`config.mk`:
```
export PLATFORM = sky130hd
export DESIGN_NAME = rpo_top
export DESIGN_NICKNAME = d
export VERILOG_FILES = /design/src/hdl/rpo_pkg.sv /design/src/hdl/rpo_top.sv /design/src/hdl/rpo_sync.sv
export VERILOG_INCLUDE_DIRS = /design/src /design/src/hdl
export SDC_FILE = /design/constraint.sdc
export NUM_CORES = 1
export LEC_CHECK = 0
export ABC_CLOCK_PERIOD_IN_PS = 1500
export BUFFER_PORTS_ARGS = -buffer_cell sky130_fd_sc_hd__clkbuf_2
export CAP_MARGIN = 0
export CORE_MARGIN = 1
export CORE_UTILIZATION = 49
export DETAILED_ROUTE_END_ITERATION = 7
export PLACE_DENSITY_LB_ADDON = 0.12
export SYNTH_ARGS = -nofsm -noshare
export SYNTH_HDL_FRONTEND = slang
export SYNTH_SLANG_ARGS = --single-unit
```
`constraint.sdc`:
```
create_clock -name sys_clk -period 1.5 [get_ports sys_clk]
set_input_delay 0.225 -clock sys_clk [delete_from_list [all_inputs] [get_ports sys_clk]]
set_output_delay 0.225 -clock sys_clk [all_outputs]
set_load 0.03 [all_outputs]
```
`src/hdl/rpo_consts.svh`:
```
/*
 Constants of the register preload and observe block: macrocell counts,
 verify word width and value, and power-up clear timing.
 Assumes a 50 MHz sys_clk and is included by the package and the top.
*/
// How it works
// RULE1 - Preload forces each selected register to the odd pin level, ignoring polarity.
// RULE2 - Preload state only while the mode lead holds the preload supervoltage.
// RULE3 - A preload strobe pulse copies pin levels into the chosen register group.
// RULE4 - Each load writes 12 registers; bank and parity selects pick the group.
// RULE5 - Observe mode shows buried second registers on outputs while enabled.
// RULE6 - Power-up clears all registers; interval typically 600 ns, at most 1000 ns.
// RULE7 - After the clear, each output shows its polarity applied to zero.
// RULE8 - Outside logic meets setup times before raising any clock after clear.
// RULE9 - Outside logic keeps clocks stable during the power-up clear interval.
// RULE10 - With the security fuse set, verify reads return all programmed.
// RULE11 - The security fuse disables both preload and buried observe mode.
// RULE12 - The programmer should set the security fuse last.
// RULE13 - Registers outside the selected group keep their contents.
// RULE14 - Preload acts only on the strobe rising edge, apart from functional clocks.
`ifndef RPO_CONSTS_SVH
`define RPO_CONSTS_SVH
`define RPO_NUM_CELLS 24
`define RPO_NUM_GROUP 12
`define RPO_CLK_PERIOD_NS 20
`define RPO_PR_TYP_NS 600
`define RPO_PR_MAX_NS 1000
// Longest time: rounded down to whole cycles
`define RPO_PR_CYCLES (`RPO_PR_MAX_NS / `RPO_CLK_PERIOD_NS)
// Last count of the clear counter, at the counter's width
`define RPO_CNT_LAST 6'(`RPO_PR_CYCLES - 1)
`define RPO_PR_CNT_W 6
`define RPO_VERIFY_W 8
`define RPO_VERIFY_PROGRAMMED 8'h00
`endif

```
`src/hdl/rpo_pkg.sv`:
```
/*
 Types of the register preload and observe block.
 Assumes rpo_consts.svh is on the include path.
*/
`include "rpo_consts.svh"
package rpo_pkg;
	typedef logic [`RPO_NUM_CELLS-1:0] rpo_cells_t;
	typedef logic [`RPO_NUM_GROUP-1:0] rpo_group_t;
	typedef logic [`RPO_VERIFY_W-1:0] rpo_verify_t;
	typedef enum logic [1:0] {
		RPO_CLEAR,
		RPO_RUN,
		RPO_PRELOAD,
		RPO_OBSERVE
	} rpo_mode_t;
endpackage

```
`src/hdl/rpo_top.sv`:
```
/*
 Test access around the macrocell registers: preload from pins, buried
 register observe, power-up clear and the security fuse lockout.
 Assumes the supervoltage detectors arrive as logic levels from pins,
 and the functional next-state values come from the logic array.
*/
`timescale 1ns/1ps
`include "rpo_consts.svh"
module rpo_top (
	// Clock and reset
	input wire logic sys_clk,
	input wire logic reset_n,
	input wire logic clk_en,
	// Test pins
	input wire logic special_mode_lead,
	input wire logic observe_mode_lead,
	input wire logic preload_strobe,
	input wire logic bank_select,
	input wire logic parity_select,
	input wire rpo_pkg::rpo_cells_t io_pin_in,
	input wire logic security_fuse,
	// Functional register path
	input wire logic func_clk_en,
	input wire rpo_pkg::rpo_cells_t first_register_d,
	input wire rpo_pkg::rpo_cells_t buried_second_register_d,
	input wire rpo_pkg::rpo_cells_t out_polarity_high,
	input wire rpo_pkg::rpo_cells_t out_enable_in,
	// Verify read
	input wire rpo_pkg::rpo_verify_t verify_data_in,
	output rpo_pkg::rpo_verify_t verify_data_out,
	// Outputs
	output rpo_pkg::rpo_cells_t io_pin_out,
	output rpo_pkg::rpo_cells_t io_pin_oe,
	output rpo_pkg::rpo_cells_t first_register,
	output rpo_pkg::rpo_cells_t buried_second_register,
	output logic preload_active,
	output logic clear_busy
);
	import rpo_pkg::*;

	localparam int NG = `RPO_NUM_GROUP;

	logic smp_s, obs_s, strobe_s, bank_s, par_s, fuse_s;
	rpo_cells_t pin_s, pol_s, oe_s;
	logic strobe_prev_reg;
	logic [`RPO_PR_CNT_W-1:0] clr_cnt_reg;
	rpo_mode_t mode_reg, mode_next;
	logic load_pulse;

	// Spread a 12-bit group over the even or odd cells
	function automatic rpo_cells_t spread(input rpo_group_t g,
		input logic odd);
		rpo_cells_t r;
		r = '0;
		for (int i = 0; i < NG; i++) begin
			r[2*i + int'(odd)] = g[i];
		end
		return r;
	endfunction

	// Collect the odd cell pin levels as preload data
	function automatic rpo_group_t odd_pins(input rpo_cells_t p);
		rpo_group_t r;
		r = '0;
		for (int i = 0; i < NG; i++) begin
			r[i] = p[2*i + 1];
		end
		return r;
	endfunction

	// Pin level synchronisers
	rpo_sync #(.WIDTH(6 + 3 * `RPO_NUM_CELLS)) u_sync (
		.sys_clk(sys_clk),
		.reset_n(reset_n),
		.clk_en(clk_en),
		.async_in({special_mode_lead, observe_mode_lead, preload_strobe,
			bank_select, parity_select, security_fuse, io_pin_in,
			out_polarity_high, out_enable_in}),
		.sync_out({smp_s, obs_s, strobe_s, bank_s, par_s, fuse_s, pin_s,
			pol_s, oe_s})
	);

	// Power-up clear interval counter
	always_ff @(posedge sys_clk or negedge reset_n) begin
		if (!reset_n) begin
			clr_cnt_reg <= '0;
		end else if (clk_en && mode_reg == RPO_CLEAR) begin
			clr_cnt_reg <= clr_cnt_reg + 1'b1; // RULE6
		end
	end

	// Mode selection; fuse blocks both test modes
	always_comb begin
		mode_next = mode_reg;
		case (mode_reg)
			RPO_CLEAR: begin
				if (clr_cnt_reg == `RPO_CNT_LAST)
					mode_next = RPO_RUN;
			end
			RPO_RUN, RPO_PRELOAD, RPO_OBSERVE: begin
				if (smp_s && !fuse_s)
					mode_next = RPO_PRELOAD; // RULE2 RULE11
				else if (obs_s && !fuse_s)
					mode_next = RPO_OBSERVE; // RULE5 RULE11
				else
					mode_next = RPO_RUN;
			end
			default: mode_next = RPO_CLEAR;
		endcase
	end

	// Mode register
	always_ff @(posedge sys_clk or negedge reset_n) begin
		if (!reset_n)
			mode_reg <= RPO_CLEAR;
		else if (clk_en)
			mode_reg <= mode_next;
	end

	// Strobe edge detector on the synchronised strobe
	always_ff @(posedge sys_clk or negedge reset_n) begin
		if (!reset_n)
			strobe_prev_reg <= 1'b0;
		else if (clk_en)
			strobe_prev_reg <= strobe_s;
	end

	// Load only on a rising strobe in preload state
	assign load_pulse = mode_reg == RPO_PRELOAD && strobe_s &&
		!strobe_prev_reg && !fuse_s; // RULE14 RULE3

	// First register bank
	always_ff @(posedge sys_clk or negedge reset_n) begin
		if (!reset_n) begin
			first_register <= '0;
		end else if (clk_en) begin
			if (mode_reg == RPO_CLEAR) begin
				first_register <= '0; // RULE6
			end else if (load_pulse) begin
				if (!bank_s) begin
					// Selected half from odd pins, the rest held
					first_register <= (first_register &
						~spread('1, par_s)) |
						spread(odd_pins(pin_s), par_s); // RULE1 RULE4 RULE13
				end
			end else if (func_clk_en && mode_reg == RPO_RUN) begin
				first_register <= first_register_d;
			end
		end
	end

	// Buried second register bank
	always_ff @(posedge sys_clk or negedge reset_n) begin
		if (!reset_n) begin
			buried_second_register <= '0;
		end else if (clk_en) begin
			if (mode_reg == RPO_CLEAR) begin
				buried_second_register <= '0; // RULE6
			end else if (load_pulse) begin
				if (bank_s) begin
					buried_second_register <= (buried_second_register &
						~spread('1, par_s)) |
						spread(odd_pins(pin_s), par_s); // RULE1 RULE4 RULE13
				end
			end else if (func_clk_en && mode_reg == RPO_RUN) begin
				buried_second_register <= buried_second_register_d;
			end
		end
	end

	// Output pins: polarity applied, or buried bank shown in observe mode
	always_ff @(posedge sys_clk or negedge reset_n) begin
		if (!reset_n) begin
			io_pin_out <= '0;
			io_pin_oe <= '0;
		end else if (clk_en) begin
			io_pin_oe <= (mode_reg == RPO_PRELOAD) ? '0 : oe_s;
			if (mode_reg == RPO_OBSERVE)
				io_pin_out <= buried_second_register; // RULE5
			else
				io_pin_out <= ~(first_register ^ pol_s); // RULE7
		end
	end

	// Verify reads forced to programmed once the fuse is set
	always_ff @(posedge sys_clk or negedge reset_n) begin
		if (!reset_n)
			verify_data_out <= `RPO_VERIFY_PROGRAMMED;
		else if (clk_en)
			verify_data_out <= fuse_s ? `RPO_VERIFY_PROGRAMMED :
				verify_data_in; // RULE10
	end

	// Status flags
	always_ff @(posedge sys_clk or negedge reset_n) begin
		if (!reset_n) begin
			preload_active <= 1'b0;
			clear_busy <= 1'b1;
		end else if (clk_en) begin
			preload_active <= mode_next == RPO_PRELOAD;
			clear_busy <= mode_next == RPO_CLEAR;
		end
	end

	// Clear lasts exactly the interval, then leaves
	clear_length_a: assert property ( // RULE6
		@(posedge sys_clk) disable iff (!reset_n)
		(clk_en && mode_reg == RPO_CLEAR && clr_cnt_reg == `RPO_CNT_LAST)
		|=> mode_reg == RPO_RUN)
		else $error("clear did not end on time");

	// Fuse keeps test modes out
	fuse_blocks_a: assert property ( // RULE11
		@(posedge sys_clk) disable iff (!reset_n)
		(clk_en && fuse_s) |=> !(mode_reg inside {RPO_PRELOAD, RPO_OBSERVE}))
		else $error("test mode entered with fuse set");

	// Fuse forces verify data programmed
	verify_lock_a: assert property ( // RULE10
		@(posedge sys_clk) disable iff (!reset_n)
		(clk_en && fuse_s) |=> verify_data_out == `RPO_VERIFY_PROGRAMMED)
		else $error("verify data leaked");

	// Preload needs the mode lead
	preload_entry_a: assert property ( // RULE2
		@(posedge sys_clk) disable iff (!reset_n)
		(clk_en && mode_reg != RPO_CLEAR && !smp_s) |=>
		mode_reg != RPO_PRELOAD)
		else $error("preload without mode lead");

	// Strobe loads odd pin levels into selected first cells, rest held
	preload_data_a: assert property ( // RULE1 RULE3 RULE4
		@(posedge sys_clk) disable iff (!reset_n)
		(clk_en && load_pulse && !bank_s) |=>
		first_register == (($past(first_register) &
		~spread('1, $past(par_s))) |
		spread(odd_pins($past(pin_s)), $past(par_s))))
		else $error("first bank preload wrong");

	// Buried bank held across a first bank load
	preload_hold_a: assert property ( // RULE13
		@(posedge sys_clk) disable iff (!reset_n)
		(clk_en && load_pulse && !bank_s) |=> $stable(buried_second_register))
		else $error("unselected bank changed");

	// No load without a fresh strobe edge
	strobe_edge_a: assert property ( // RULE14
		@(posedge sys_clk) disable iff (!reset_n)
		(clk_en && mode_reg == RPO_PRELOAD && strobe_prev_reg) |=>
		$stable(first_register) && $stable(buried_second_register))
		else $error("load without strobe edge");

	// Observe shows buried bank
	observe_out_a: assert property ( // RULE5
		@(posedge sys_clk) disable iff (!reset_n)
		(clk_en && mode_reg == RPO_OBSERVE) |=>
		io_pin_out == $past(buried_second_register))
		else $error("observe output wrong");

	// Cleared outputs follow polarity
	clear_polarity_a: assert property ( // RULE7
		@(posedge sys_clk) disable iff (!reset_n)
		(clk_en && mode_reg == RPO_CLEAR && first_register == '0) |=>
		io_pin_out == ~$past(pol_s))
		else $error("cleared output polarity wrong");
endmodule

```
`src/hdl/rpo_sync.sv`:
```
/*
 Two flip-flop synchroniser for a group of pin levels.
 Assumes the inputs are asynchronous to sys_clk.
*/
`timescale 1ns/1ps
module rpo_sync #(
	parameter int WIDTH = 1
) (
	// Clocking
	input wire logic sys_clk,
	input wire logic reset_n,
	input wire logic clk_en,
	// Data
	input wire logic [WIDTH-1:0] async_in,
	output logic [WIDTH-1:0] sync_out
);
	logic [WIDTH-1:0] meta_reg;

	// First stage is read only by the second
	always_ff @(posedge sys_clk or negedge reset_n) begin
		if (!reset_n) begin
			meta_reg <= '0;
			sync_out <= '0;
		end else if (clk_en) begin
			meta_reg <= async_in;
			sync_out <= meta_reg;
		end
	end
endmodule

```
==> results of run 1 <==
==> cell families (layout without fill, tap and decap cells) <==
group                    Yosys count  after routing  share of synthesized area
multiplexers                     156            156                     0.1596
XOR/XNOR                          29             29                    0.02348
AND/OR/NAND/NOR                  212            212                    0.09473
flip-flops                       247            247                     0.5715
adder cells (fa/ha/maj)            2              2                   0.002313
buffers and inverters             96            425                    0.04349
AO/OA/AOI/OAI                    166            167                     0.1049
==> what timing repair did <==
item	CTS	global route
hold buffers	75	0
gates resized for setup	15	10
setup buffers	6	1
pin swaps	4	3
setup endpoints to repair	49	60
endpoints found under the hold margin	320	0
gates cloned	3	0
==> through the flow <==
stage                     hold WS, ns  setup TNS (ns)  setup slack (ns)  total power [mW]
after floorplan              -0.07059               0           0.01898             15.38
after global placement        0.08408          -3.231           -0.1070             17.99
after detailed placement      0.08637          -4.815           -0.1514             18.16
after CTS                     0.01782          -1.825          -0.05457             25.26
after global routing          0.02544          -5.254           -0.1472             26.55
final                         0.03389         -0.9200          -0.04505             25.12
==> worst max-delay path, delay by kind of cell (launching register included) <==
kind / cells / cell delay [ns]
flops: 1 / 0.40
buf+inv: 2 / 0.30
simple gates: 2 / 0.37
compound gates: 2 / 0.36
==> power groups by stage <==
stage / Sequential [mW] / Clock, mW / Combinational [mW]
after floorplan: 12.0 / 0 / 3.38
after global placement: 9.89 / 0 / 8.10
after detailed placement: 9.95 / 0 / 8.21
after CTS: 9.86 / 6.76 / 8.64
after global routing: 10.1 / 7.04 / 9.38
final: 9.87 / 6.60 / 8.65
==> cell type report <==
class                      instances  area [µm²]  share of cell area
tap                              275       344.1             0.02404
clock buffer                      41       808.3             0.05647
sequential                       247        6186              0.4322
inverter                          34       127.6            0.008916
timing repair buffer             345        2521              0.1761
clock inverter                     5       77.57            0.005420
multi-input combinational        566        4249              0.2969
==> cell usage in the layout, fill, tap and decap left out, types with 26 or more instances in the layout <==
master,netlist,layout
sky130_fd_sc_hd__dfrtp_1,246,243
sky130_fd_sc_hd__clkbuf_2,0,228
sky130_fd_sc_hd__mux2_2,132,132
sky130_fd_sc_hd__a21oi_1,76,75
sky130_fd_sc_hd__dlygate4sd3_1,0,75
sky130_fd_sc_hd__nand2_1,81,73
sky130_fd_sc_hd__nand2b_1,50,50
sky130_fd_sc_hd__nor2_1,50,50
sky130_fd_sc_hd__a32o_1,48,48
sky130_fd_sc_hd__inv_1,33,33
sky130_fd_sc_hd__o21ai_0,31,31
sky130_fd_sc_hd__clkbuf_16,0,27
sky130_fd_sc_hd__xor2_1,26,26
==> worst paths after layout <==
check                                                  start  slack, ns  cells after the start                         end
worst max-delay path                         strobe_prev_reg      -0.05                      6  buried_second_register[19]
worst min-delay path            buried_second_register_d[14]       0.03                      3  buried_second_register[14]
worst max register to register               strobe_prev_reg      -0.05                      6  buried_second_register[19]
worst min register to register            u_sync.sync_out[7]       0.47                      2                io_pin_oe[7]
max in group asynchronous                            reset_n       0.74                      3                 mode_reg[0]
min in group asynchronous                            reset_n       0.13                      2         u_sync.sync_out[18]
==> per-layer routing <==
| metal | track usage | share of wire | up-vias |
|---|---|---|---|
| met1 | 0.3277 | 0.47 | 3816 |
| met2 | 0.3657 | 0.46 | 187 |
| met3 | 0.04364 | 0.053 | 36 |
| li1 | - | - | 3764 |
| met5 | 0 | 0 | - |
| met4 | 0.05100 | 0.020 | 0 |
==> impl_metrics.json, run 1 <==
{
  "clkSlewWorstSetupHoldPaths_ns": 0.06,
  "final_net_count": 1361,
  "cts_tree": "done",
  "leakagePower_nw": 6.695,
  "filler_cell_count": 1692,
  "place_area_um2": 12450,
  "grt-ovfl-total": 0,
  "tritoncts.num_buffers": 27,
  "yosys.area.top_type": "sky130_fd_sc_hd__dfrtp_1",
  "crit_arrival_ns": 1.95,
  "synthFlopType": "sky130_fd_sc_hd__dfrtp_1",
  "yosys_register_bits": 247,
  "finish.utilization": 0.6703,
  "asyncSetResetFlopFracSynth": 1.000,
  "cp_slowest_cell": "sky130_fd_sc_hd__dfrtp_1",
  "final-instance-count-excl-fill": 1513,
  "htreeDepth": 1,
  "final-setup-viol-count": 41,
  "cap_violations": 0,
  "antenna_violations_before_repair": 0,
  "antenna-diode-count": 0,
  "critical-path-max-stage-delay_ns": 0.40,
  "fin_ws_ns": -0.04505,
  "route.detailed.vias_per_inst": 5.157,
  "share_clk_of_total_power": 0.263,
  "hold_viol": 0,
  "rsz0062_at_grt": "true",
  "largest_net_degree_at_the_start_of_global_routing": 76,
  "final_layout_size_suffix_gt1_frac": 0.3796,
  "fin_area_um2": 14310,
  "final-max-slew-violation-count": 0,
  "syn2layout_area_growth_pct": 32.32,
  "drt-total-wl_mm": 25.45,
  "ys_types": 36,
  "ios": 244,
  "final_routed_wire_length_divided_by_cell_count_um": 16.82,
  "finalWeightedCongestion": 0.7508,
  "synthCells": 908,
  "timing_worst_slew_pin_value_ns": 0.5093,
  "die_x_um": 150.6,
  "fp.coreArea_um2": 21350,
  "timing.setup.critical_path_class": "reg2reg",
  "grt_pass1_vias": 7797,
  "cts-root-buf": "sky130_fd_sc_hd__clkbuf_16",
  "initial_utilization": 0.5066,
  "worst_path_cell_chain": "nor3b_4 > nand2_4 > buf_6 > a2bb2oi_4 > buf_12 > a32o_1",
  "drtPass1Iterations": 4,
  "worst_ir_drop_on_vdd_mv": 1.158,
  "synth_common_cells": "sky130_fd_sc_hd__dfrtp_1 (246), sky130_fd_sc_hd__mux2_2 (132), sky130_fd_sc_hd__nand2_1 (81)",
  "outcome": "complete, but fails checks",
  "ant_nets": 0,
  "worstSkewPairLatency_ns": 0.52,
  "synthesis.area_um2": 10820,
  "fmaxAchievable_mhz": 647.2,
  "worstPathMaxFanout": 10,
  "die-area_um2": 22680,
  "yosysWarnings": 0,
  "pwr-share-seq": 0.393,
  "clock_sink_count": 247,
  "failed_checks": "negative setup slack",
  "synth_top_cells_by_area": "sky130_fd_sc_hd__dfrtp_1 (57%), sky130_fd_sc_hd__mux2_2 (14%), sky130_fd_sc_hd__a32o_1 (4.4%)",
  "via_count": 7803,
  "combPwrFrac": 0.344,
  "synth_top_area_share": 0.5690,
  "ratio_of_final_minimum_period_to_clock_period": 1.030,
  "final.setup_skew_ns": 0.005644,
  "mappedNetlistNets": 1048,
  "io_buffers": 231,
  "cellPowerDensity_nw_per_um2": 1755,
  "track_usage": 0.2301,
  "internal_power_mw": 15.80,
  "yosys.cell_count.top_type": "sky130_fd_sc_hd__dfrtp_1",
  "net-switching-power_mw": 9.319,
  "rows": 53,
  "post-route-min-period_ns": 1.545,
  "worst_setup_path_start_kind": "flop",
  "die-height_um": 150.6,
  "worst_slew_margin_rel": 0.6592,
  "drt_iter0_markers": 359,
  "min_path_type": "in2reg",
  "synth_seq_area_share": 0.5715,
  "clk_path_buf_depth": 3,
  "power_switching_share": 0.3711,
  "timing.critical_path.to_type": "flop",
  "dp_hpwl_mm": 15.76,
  "place.detailed.instances": 1382,
  "avgSynthCellArea_um2": 11.91,
  "drcViolationCount": 0,
  "grt_first_pass_wirelength_mm": 41.03,
  "cp_data_required_time_ns": 1.91,
  "synth-edff-count": 0
}
No activity file was read; power rests on OpenSTA's default activity.
==> inputs of run 2 (changes only) <==
--- a/config.mk
+++ b/config.mk
@@ -9,6 +9,7 @@
 export ABC_CLOCK_PERIOD_IN_PS = 1500
 export BUFFER_PORTS_ARGS = -buffer_cell sky130_fd_sc_hd__clkbuf_2
 export CAP_MARGIN = 0
+export CORE_ASPECT_RATIO = 1.5
 export CORE_MARGIN = 1
 export CORE_UTILIZATION = 49
 export DETAILED_ROUTE_END_ITERATION = 7
==> run 2 against run 1 <==
The flow still finishes with violations (negative setup slack); global-route usage decreased by 0.81 points; die area about the same; highest routed layer unchanged; non-clock buffer count increased by 4; register-to-register slack got worse by 0.04 ns; final area decreased by 0.55%; sequential cell count unchanged; count of clock-buffer cells in the layout decreased by 6; via count increased by 1.3%; critical endpoint is now buried_second_register[4]; setup slack got worse by 0.037 ns; total power decreased by 2.9%; routed wire length increased by 1.6%; clock power decreased by 11%.
==> impl_metrics.json, run 2 (synthesis gave the netlist of run 1 again) <==
{
  "timing.critical_path.to_type": "flop",
  "route.detailed.vias_per_inst": 5.230,
  "clk_path_buf_depth": 3,
  "place_area_um2": 12570,
  "design_power_total_mw": 24.40,
  "ios": 244,
  "critical-path-max-stage-delay_ns": 0.40,
  "die_x_um": 123.3,
  "totalNegativeSetupSlack_ns": -2.380,
  "combPwrFrac": 0.353,
  "leakagePower_nw": 6.678,
  "timing.setup.critical_path_class": "reg2reg",
  "min_path_type": "in2reg",
  "cts_tree": "done",
  "final_layout_size_suffix_gt1_frac": 0.3764,
  "critical_path_buf_inv_count": 1,
  "fin_ws_ns": -0.08214,
  "outcome": "complete, but fails checks",
  "worstSkewPairLatency_ns": 0.51,
  "grt_pass1_vias": 7829,
  "rows": 66,
  "dp_hpwl_mm": 16.32,
  "syn2layout_area_growth_pct": 31.59,
  "final-instance-count-excl-fill": 1512,
  "largest_net_degree_at_the_start_of_global_routing": 59,
  "fp.coreArea_um2": 21640,
  "grt-ovfl-total": 0,
  "failed_checks": "negative setup slack",
  "critical-path-top-delay-family": "compound AO/OA/AOI/OAI gates",
  "ant_nets": 0,
  "cts-root-buf": "sky130_fd_sc_hd__clkbuf_16",
  "post-route-min-period_ns": 1.582,
  "cellPowerDensity_nw_per_um2": 1714,
  "tritoncts.num_buffers": 25,
  "worst_path_cell_chain": "nor3b_4 > nand2_4 > a2bb2oi_4 > buf_12 > a32o_1",
  "track_usage": 0.2220,
  "drtPass1Iterations": 4,
  "worstPathMaxFanout": 12,
  "via_count": 7908,
  "finish.utilization": 0.6579,
  "die-area_um2": 22690,
  "share_clk_of_total_power": 0.242,
  "highest_count_cells_in_the_layout_ignoring_fill_and_taps": "sky130_fd_sc_hd__dfrtp_1 (244), sky130_fd_sc_hd__clkbuf_2 (228), sky130_fd_sc_hd__mux2_2 (132)",
  "drt_iter0_markers": 360,
  "worst_slew_margin_rel": 0.7377,
  "place.detailed.instances": 1387,
  "antenna_violations_before_repair": 3,
  "final-setup-viol-count": 48,
  "grt_first_pass_wirelength_mm": 39.74,
  "net-switching-power_mw": 9.234,
  "cap_violations": 0,
  "finalWeightedCongestion": 0.7586,
  "initial_utilization": 0.5000,
  "filler_cell_count": 1723,
  "hold_viol": 0,
  "power_switching_share": 0.3785,
  "htreeDepth": 1,
  "fin_area_um2": 14230,
  "internal_power_mw": 15.16,
  "cp_slowest_cell": "sky130_fd_sc_hd__dfrtp_1",
  "clock_sink_count": 247,
  "final-max-slew-violation-count": 0,
  "final_routed_wire_length_divided_by_cell_count_um": 17.11,
  "area.sequential_um2": 6185,
  "leading_cell_type_in_the_layout_fill_and_taps_excluded": "sky130_fd_sc_hd__dfrtp_1",
  "io_buffers": 231,
  "worst_ir_drop_on_vdd_mv": 1.262,
  "cp_data_required_time_ns": 1.89,
  "pwr-share-seq": 0.405,
  "clkSlewWorstSetupHoldPaths_ns": 0.06,
  "timing_worst_slew_pin_value_ns": 0.3935,
  "final.setup_skew_ns": 0.009643,
  "crit_arrival_ns": 1.97,
  "multiInputGateArea_um2": 4232,
  "rsz0062_at_grt": "true",
  "fmaxAchievable_mhz": 632.1,
  "die-height_um": 184.0,
  "final_net_count": 1363,
  "ratio_of_final_minimum_period_to_clock_period": 1.055,
  "worst_setup_path_start_kind": "flop",
  "drcViolationCount": 0,
  "drt-total-wl_mm": 25.87
}
run 2: cell count changes in the layout (fill, tap and decap cells not counted), moves of 2 or more:
cell	before	now
sky130_fd_sc_hd__buf_6	4	2
sky130_fd_sc_hd__clkbuf_8	9	5
sky130_fd_sc_hd__a21oi_2	0	3
sky130_fd_sc_hd__nand2_2	8	1
sky130_fd_sc_hd__a21oi_1	75	73
sky130_fd_sc_hd__and2_4	1	3
sky130_fd_sc_hd__diode_2	0	2
sky130_fd_sc_hd__buf_12	19	23
sky130_fd_sc_hd__nand2_1	73	80
sky130_fd_sc_hd__buf_4	13	16
sky130_fd_sc_hd__buf_16	2	0
sky130_fd_sc_hd__clkinv_2	2	5
run 2: worst register-to-register path: cells and delay by family (launching register included):
family | cells | cell delay (ns)
flip-flops | 1 | 0.40
AND/OR/NAND/NOR | 2 | 0.44
AO/OA/AOI/OAI | 2 | 0.44
buffers and inverters | 1 | 0.18
run 2: cell type report:
class / instances / area share
flip-flops and latches: 247 / 0.4345
well taps: 272 / 0.02391
diodes: 2 / 0.0003516
repair buffers: 349 / 0.1812
clock inverters: 7 / 0.004483
multi-input cells: 566 / 0.2973
clock buffers: 35 / 0.04940
inverters: 34 / 0.008965
run 2: metrics by stage:
stage	hold WS, ns	setup WS, ns
6_report	0.04854	-0.08214
5_1_grt	0.04992	-0.1234
4_1_cts	0.03685	-0.02022
3_5_place_dp	0.1471	-0.03567
3_3_place_gp	0.1412	-0.006412
2_1_floorplan	-0.07059	0.01898
run 2: power groups by stage:
| stage | Sequential (mW) | Clock [mW] | Combinational [mW] |
|---|---|---|---|
| after detailed placement | 9.99 | 0 | 8.16 |
| after global placement | 9.92 | 0 | 8.06 |
| after global routing | 10.1 | 6.35 | 9.36 |
| final | 9.89 | 5.90 | 8.60 |
| after CTS | 9.88 | 6.06 | 8.34 |
| after floorplan | 12.0 | 0 | 3.38 |
run 2: routing by layer:
layer / track usage / vias to the layer above / part of all wire
li1: - / 3776 / -
met1: 0.2746 / 3890 / 0.42
met2: 0.3877 / 201 / 0.51
met3: 0.04187 / 41 / 0.055
met4: 0.06795 / 0 / 0.023
met5: 0 / - / 0
run 2: final timing paths:
check,startpoint,endpoint,slack (ns),cells after the start
max,u_sync.sync_out[72],buried_second_register[4],-0.08,5
min,buried_second_register_d[22],buried_second_register[22],0.05,3
max reg2reg,u_sync.sync_out[72],buried_second_register[4],-0.08,5
min reg2reg,clear_busy,clear_busy,0.48,2
max in group asynchronous,reset_n,u_sync.sync_out[21],0.68,3
min in group asynchronous,reset_n,u_sync.meta_reg[37],0.20,2
run 2: what timing repair did:
item | CTS | global route
hold buffers | 75 | 0
hold endpoints to repair | 288 | 0
endpoints found under the setup margin | 48 | 89
buffers inserted | 1 | 1
gates cloned | 0 | 4
pin swaps | 1 | 4
resized for setup | 1 | 14
==> inputs of run 3 (changes only) <==
--- a/config.mk
+++ b/config.mk
@@ -6,6 +6,7 @@
 export SDC_FILE = /design/constraint.sdc
 export NUM_CORES = 1
 export LEC_CHECK = 0
+export ABC_AREA = 1
 export ABC_CLOCK_PERIOD_IN_PS = 1500
 export BUFFER_PORTS_ARGS = -buffer_cell sky130_fd_sc_hd__clkbuf_2
 export CAP_MARGIN = 0
==> run 3 against run 2 <==
The run now ends clean; die area increased by 4.4%; final area up 4.8%; worst hold slack worse by 0.0054 ns; critical endpoint is now first_register[7]; sequential power fell by 7.1%; first-iteration DRC count rose by 120%; synthesized cell count rose by 60%; largest cell class unchanged; total power down 4.4%.
==> impl_metrics.json, run 3 <==
{
  "outcome": "finished, final reports clean",
  "antenna-diode-count": 0,
  "design_power_total_mw": 23.32,
  "timing.setup.critical_path_class": "reg2reg",
  "yosys_register_bits": 247,
  "die_x_um": 126.0,
  "cts-root-buf": "sky130_fd_sc_hd__clkbuf_16",
  "place_area_um2": 13000,
  "worstSkewPairLatency_ns": 0.51,
  "initial_utilization": 0.5030,
  "tritoncts.num_buffers": 24,
  "post-route-min-period_ns": 1.470,
  "finalWeightedCongestion": 0.8015,
  "asyncSetResetFlopFracSynth": 1.000,
  "grt_pass1_vias": 9852,
  "worst_setup_path_start_kind": "flop",
  "final_layout_size_suffix_gt1_frac": 0.2007,
  "r2r-end": "first_register[7]",
  "fmaxAchievable_mhz": 680.3,
  "io_buffers": 231,
  "filler_cell_count": 1909,
  "ratio_of_final_minimum_period_to_clock_period": 0.9799,
  "via_count": 10091,
  "largest_net_degree_at_the_start_of_global_routing": 71,
  "power_switching_share": 0.3769,
  "final_routed_wire_length_divided_by_cell_count_um": 14.81,
  "ant_nets": 0,
  "cap_violations": 0,
  "cp_data_required_time_ns": 1.91,
  "mappedNetlistNets": 1590,
  "htreeDepth": 1,
  "synthFlopType": "sky130_fd_sc_hd__dfrtp_1",
  "syn2layout_area_growth_pct": 32.02,
  "fin_area_um2": 14920,
  "min-delay-start": "buried_second_register_d[18]",
  "internal_power_mw": 14.53,
  "worstPathMaxFanout": 5,
  "cts_tree": "done",
  "worst-r2r-cell-count": 11,
  "leading_cell_type_in_the_layout_fill_and_taps_excluded": "sky130_fd_sc_hd__nand2_1",
  "avgSynthCellArea_um2": 7.794,
  "drcViolationCount": 0,
  "combPwrFrac": 0.327,
  "drt-total-wl_mm": 30.30,
  "yosysWarnings": 0,
  "final-max-slew-violation-count": 0,
  "fp.coreArea_um2": 22470,
  "final.setup_skew_ns": 0.01112,
  "ys_types": 26,
  "hold_viol": 0,
  "leakagePower_nw": 7.995,
  "synth_top_area_share": 0.5447,
  "ios": 244,
  "synthesis.area_um2": 11300,
  "die-area_um2": 23690,
  "cellPowerDensity_nw_per_um2": 1563,
  "drt_iter0_markers": 775,
  "yosys.area.top_type": "sky130_fd_sc_hd__dfrtp_1",
  "worst_slew_margin_rel": 0.7131,
  "drtPass1Iterations": 5,
  "final_net_count": 1892,
  "grt-ovfl-total": 0,
  "clkSlewWorstSetupHoldPaths_ns": 0.07,
  "antenna_violations_before_repair": 0,
  "share_clk_of_total_power": 0.279,
  "holdPathStages": 5,
  "clock_sink_count": 247,
  "final-setup-viol-count": 0,
  "dp_hpwl_mm": 19.26,
  "crit_arrival_ns": 1.88,
  "rsz0062_at_grt": "true",
  "synthCells": 1450,
  "synth_common_cells": "sky130_fd_sc_hd__nand2_1 (551), sky130_fd_sc_hd__dfrtp_1 (246), sky130_fd_sc_hd__nor2_1 (186)",
  "totalNegativeSetupSlack_ns": 0,
  "hold-path-endpoint": "buried_second_register[18]",
  "min_path_type": "in2reg",
  "rr_startpoint": "mode_reg[0]",
  "clk_path_buf_depth": 3,
  "route.detailed.vias_per_inst": 4.934,
  "pwr-share-seq": 0.394,
  "grt_first_pass_wirelength_mm": 49.18,
  "highest_count_cells_in_the_layout_ignoring_fill_and_taps": "sky130_fd_sc_hd__nand2_1 (538), sky130_fd_sc_hd__dfrtp_1 (245), sky130_fd_sc_hd__clkbuf_2 (228)",
  "yosys.cell_count.top_type": "sky130_fd_sc_hd__nand2_1",
  "synth_top_cells_by_area": "sky130_fd_sc_hd__dfrtp_1 (54%), sky130_fd_sc_hd__nand2_1 (18%), sky130_fd_sc_hd__o21ai_0 (6.4%)",
  "net-switching-power_mw": 8.791,
  "rows": 67,
  "worst_ir_drop_on_vdd_mv": 1.198,
  "die-height_um": 188.0,
  "regToRegSetupSlack_ns": 0.03,
  "synth-edff-count": 0,
  "track_usage": 0.2560,
  "timing.critical_path.to_type": "flop",
  "synth_seq_area_share": 0.5471,
  "timing_worst_slew_pin_value_ns": 0.4303
}
==> run 3: changes by cell type in the layout (fill, tap and decap cells not counted), sizes merged, moves of 12 or more <==
cell,previous run,this run
nand3,1,40
nand2b,50,0
nor2b,19,0
mux2i,24,0
o211ai,0,12
nor2,50,189
mux2,132,0
a32o,48,0
xor2,26,14
nand2,82,554
a21oi,76,12
o22a,0,12
inv,33,134
o21ai,32,145
==> run 3: layer usage <==
layer  track usage  routed length, µm
met4       0.06580                722
met3       0.04394               1878
met5             0                  0
met1        0.3354              13240
met2        0.4384              14460
==> run 3: worst max path at each step <==
| stage | from | slack [ns] | depth (start not counted) | endpoint |
|---|---|---|---|---|
| 2_1_floorplan | mode_reg[0] | 0.18 | 10 | first_register[10] |
| 3_3_place_gp | mode_reg[0] | 0.03 | 10 | buried_second_register[19] |
| 3_5_place_dp | mode_reg[0] | -0.02 | 10 | first_register[16] |
| 4_1_cts | clear_busy | 0.009 | 1 | clear_busy |
| 5_1_grt | mode_reg[0] | -0.08 | 11 | buried_second_register[16] |
| 6_report | mode_reg[0] | 0.03 | 11 | first_register[7] |
==> run 3: final cells by class <==
class,instances,area [µm²],area share
Multi-Input combinational cell,987,4265,0.2859
Clock buffer,34,739.5,0.04956
Tap cell,276,345.3,0.02315
Clock inverter,9,120.1,0.008051
Timing Repair Buffer,358,2760,0.1850
Sequential cell,247,6183,0.4145
Inverter,134,505.5,0.03388
==> run 3: repair_timing <==
action / 4_1_cts / 5_1_grt
setup buffers: 2 / 3
resized for setup: 0 / 23
setup endpoints to repair: 9 / 49
hold endpoints to repair: 320 / 0
pin swaps: 0 / 2
gates cloned: 0 / 8
hold buffers: 75 / 0
==> run 3: metrics by stage <==
step / worst slack [ns] / hold slack (ns) / std cells / utilization
floorplan: 0.1835 / -0.07059 / 1450 / -
global placement: 0.03356 / 0.2842 / 1914 / 0.5784
detailed placement: -0.01590 / 0.2820 / 1914 / 0.5784
CTS: 0.008799 / 0.03233 / 2034 / 0.6508
global route: -0.07853 / 0.04826 / 2045 / 0.6641
finish: 0.03016 / 0.04317 / 2045 / 0.6641
==> run 3: cells by family after synthesis <==
kind of cell,Yosys count,synth area share
flip-flops,247,0.5471
XOR/XNOR,17,0.01318
AO/OA/AOI/OAI,184,0.08880
buffers and inverters,216,0.07972
AND/OR/NAND/NOR,784,0.2690
adder cells (fa/ha/maj),2,0.002214
==> run 3: worst max-delay path, stage by stage, from the launching register on <==
cell and delay (ns):
sky130_fd_sc_hd__dfrtp_1 0.41, sky130_fd_sc_hd__inv_2 0.10, sky130_fd_sc_hd__nand2_4 0.06, sky130_fd_sc_hd__nor2_4 0.10, sky130_fd_sc_hd__buf_12 0.14, sky130_fd_sc_hd__clkbuf_16 0.17, sky130_fd_sc_hd__clkbuf_16 0.14, sky130_fd_sc_hd__nand2_1 0.04
sky130_fd_sc_hd__nand2_1 0.05, sky130_fd_sc_hd__nor2_1 0.04, sky130_fd_sc_hd__nand2_1 0.06, sky130_fd_sc_hd__nand2_1 0.05
==> run 3: power groups by stage <==
stage          logic [mW]  registers (mW)  clock network [mW]
4_1_cts              7.55            9.17                6.63
3_5_place_dp         7.35            9.28                   0
2_1_floorplan        3.22            10.8                   0
5_1_grt              8.43            9.35                6.91
6_report             7.63            9.19                6.50
3_3_place_gp         7.22            9.23                   0
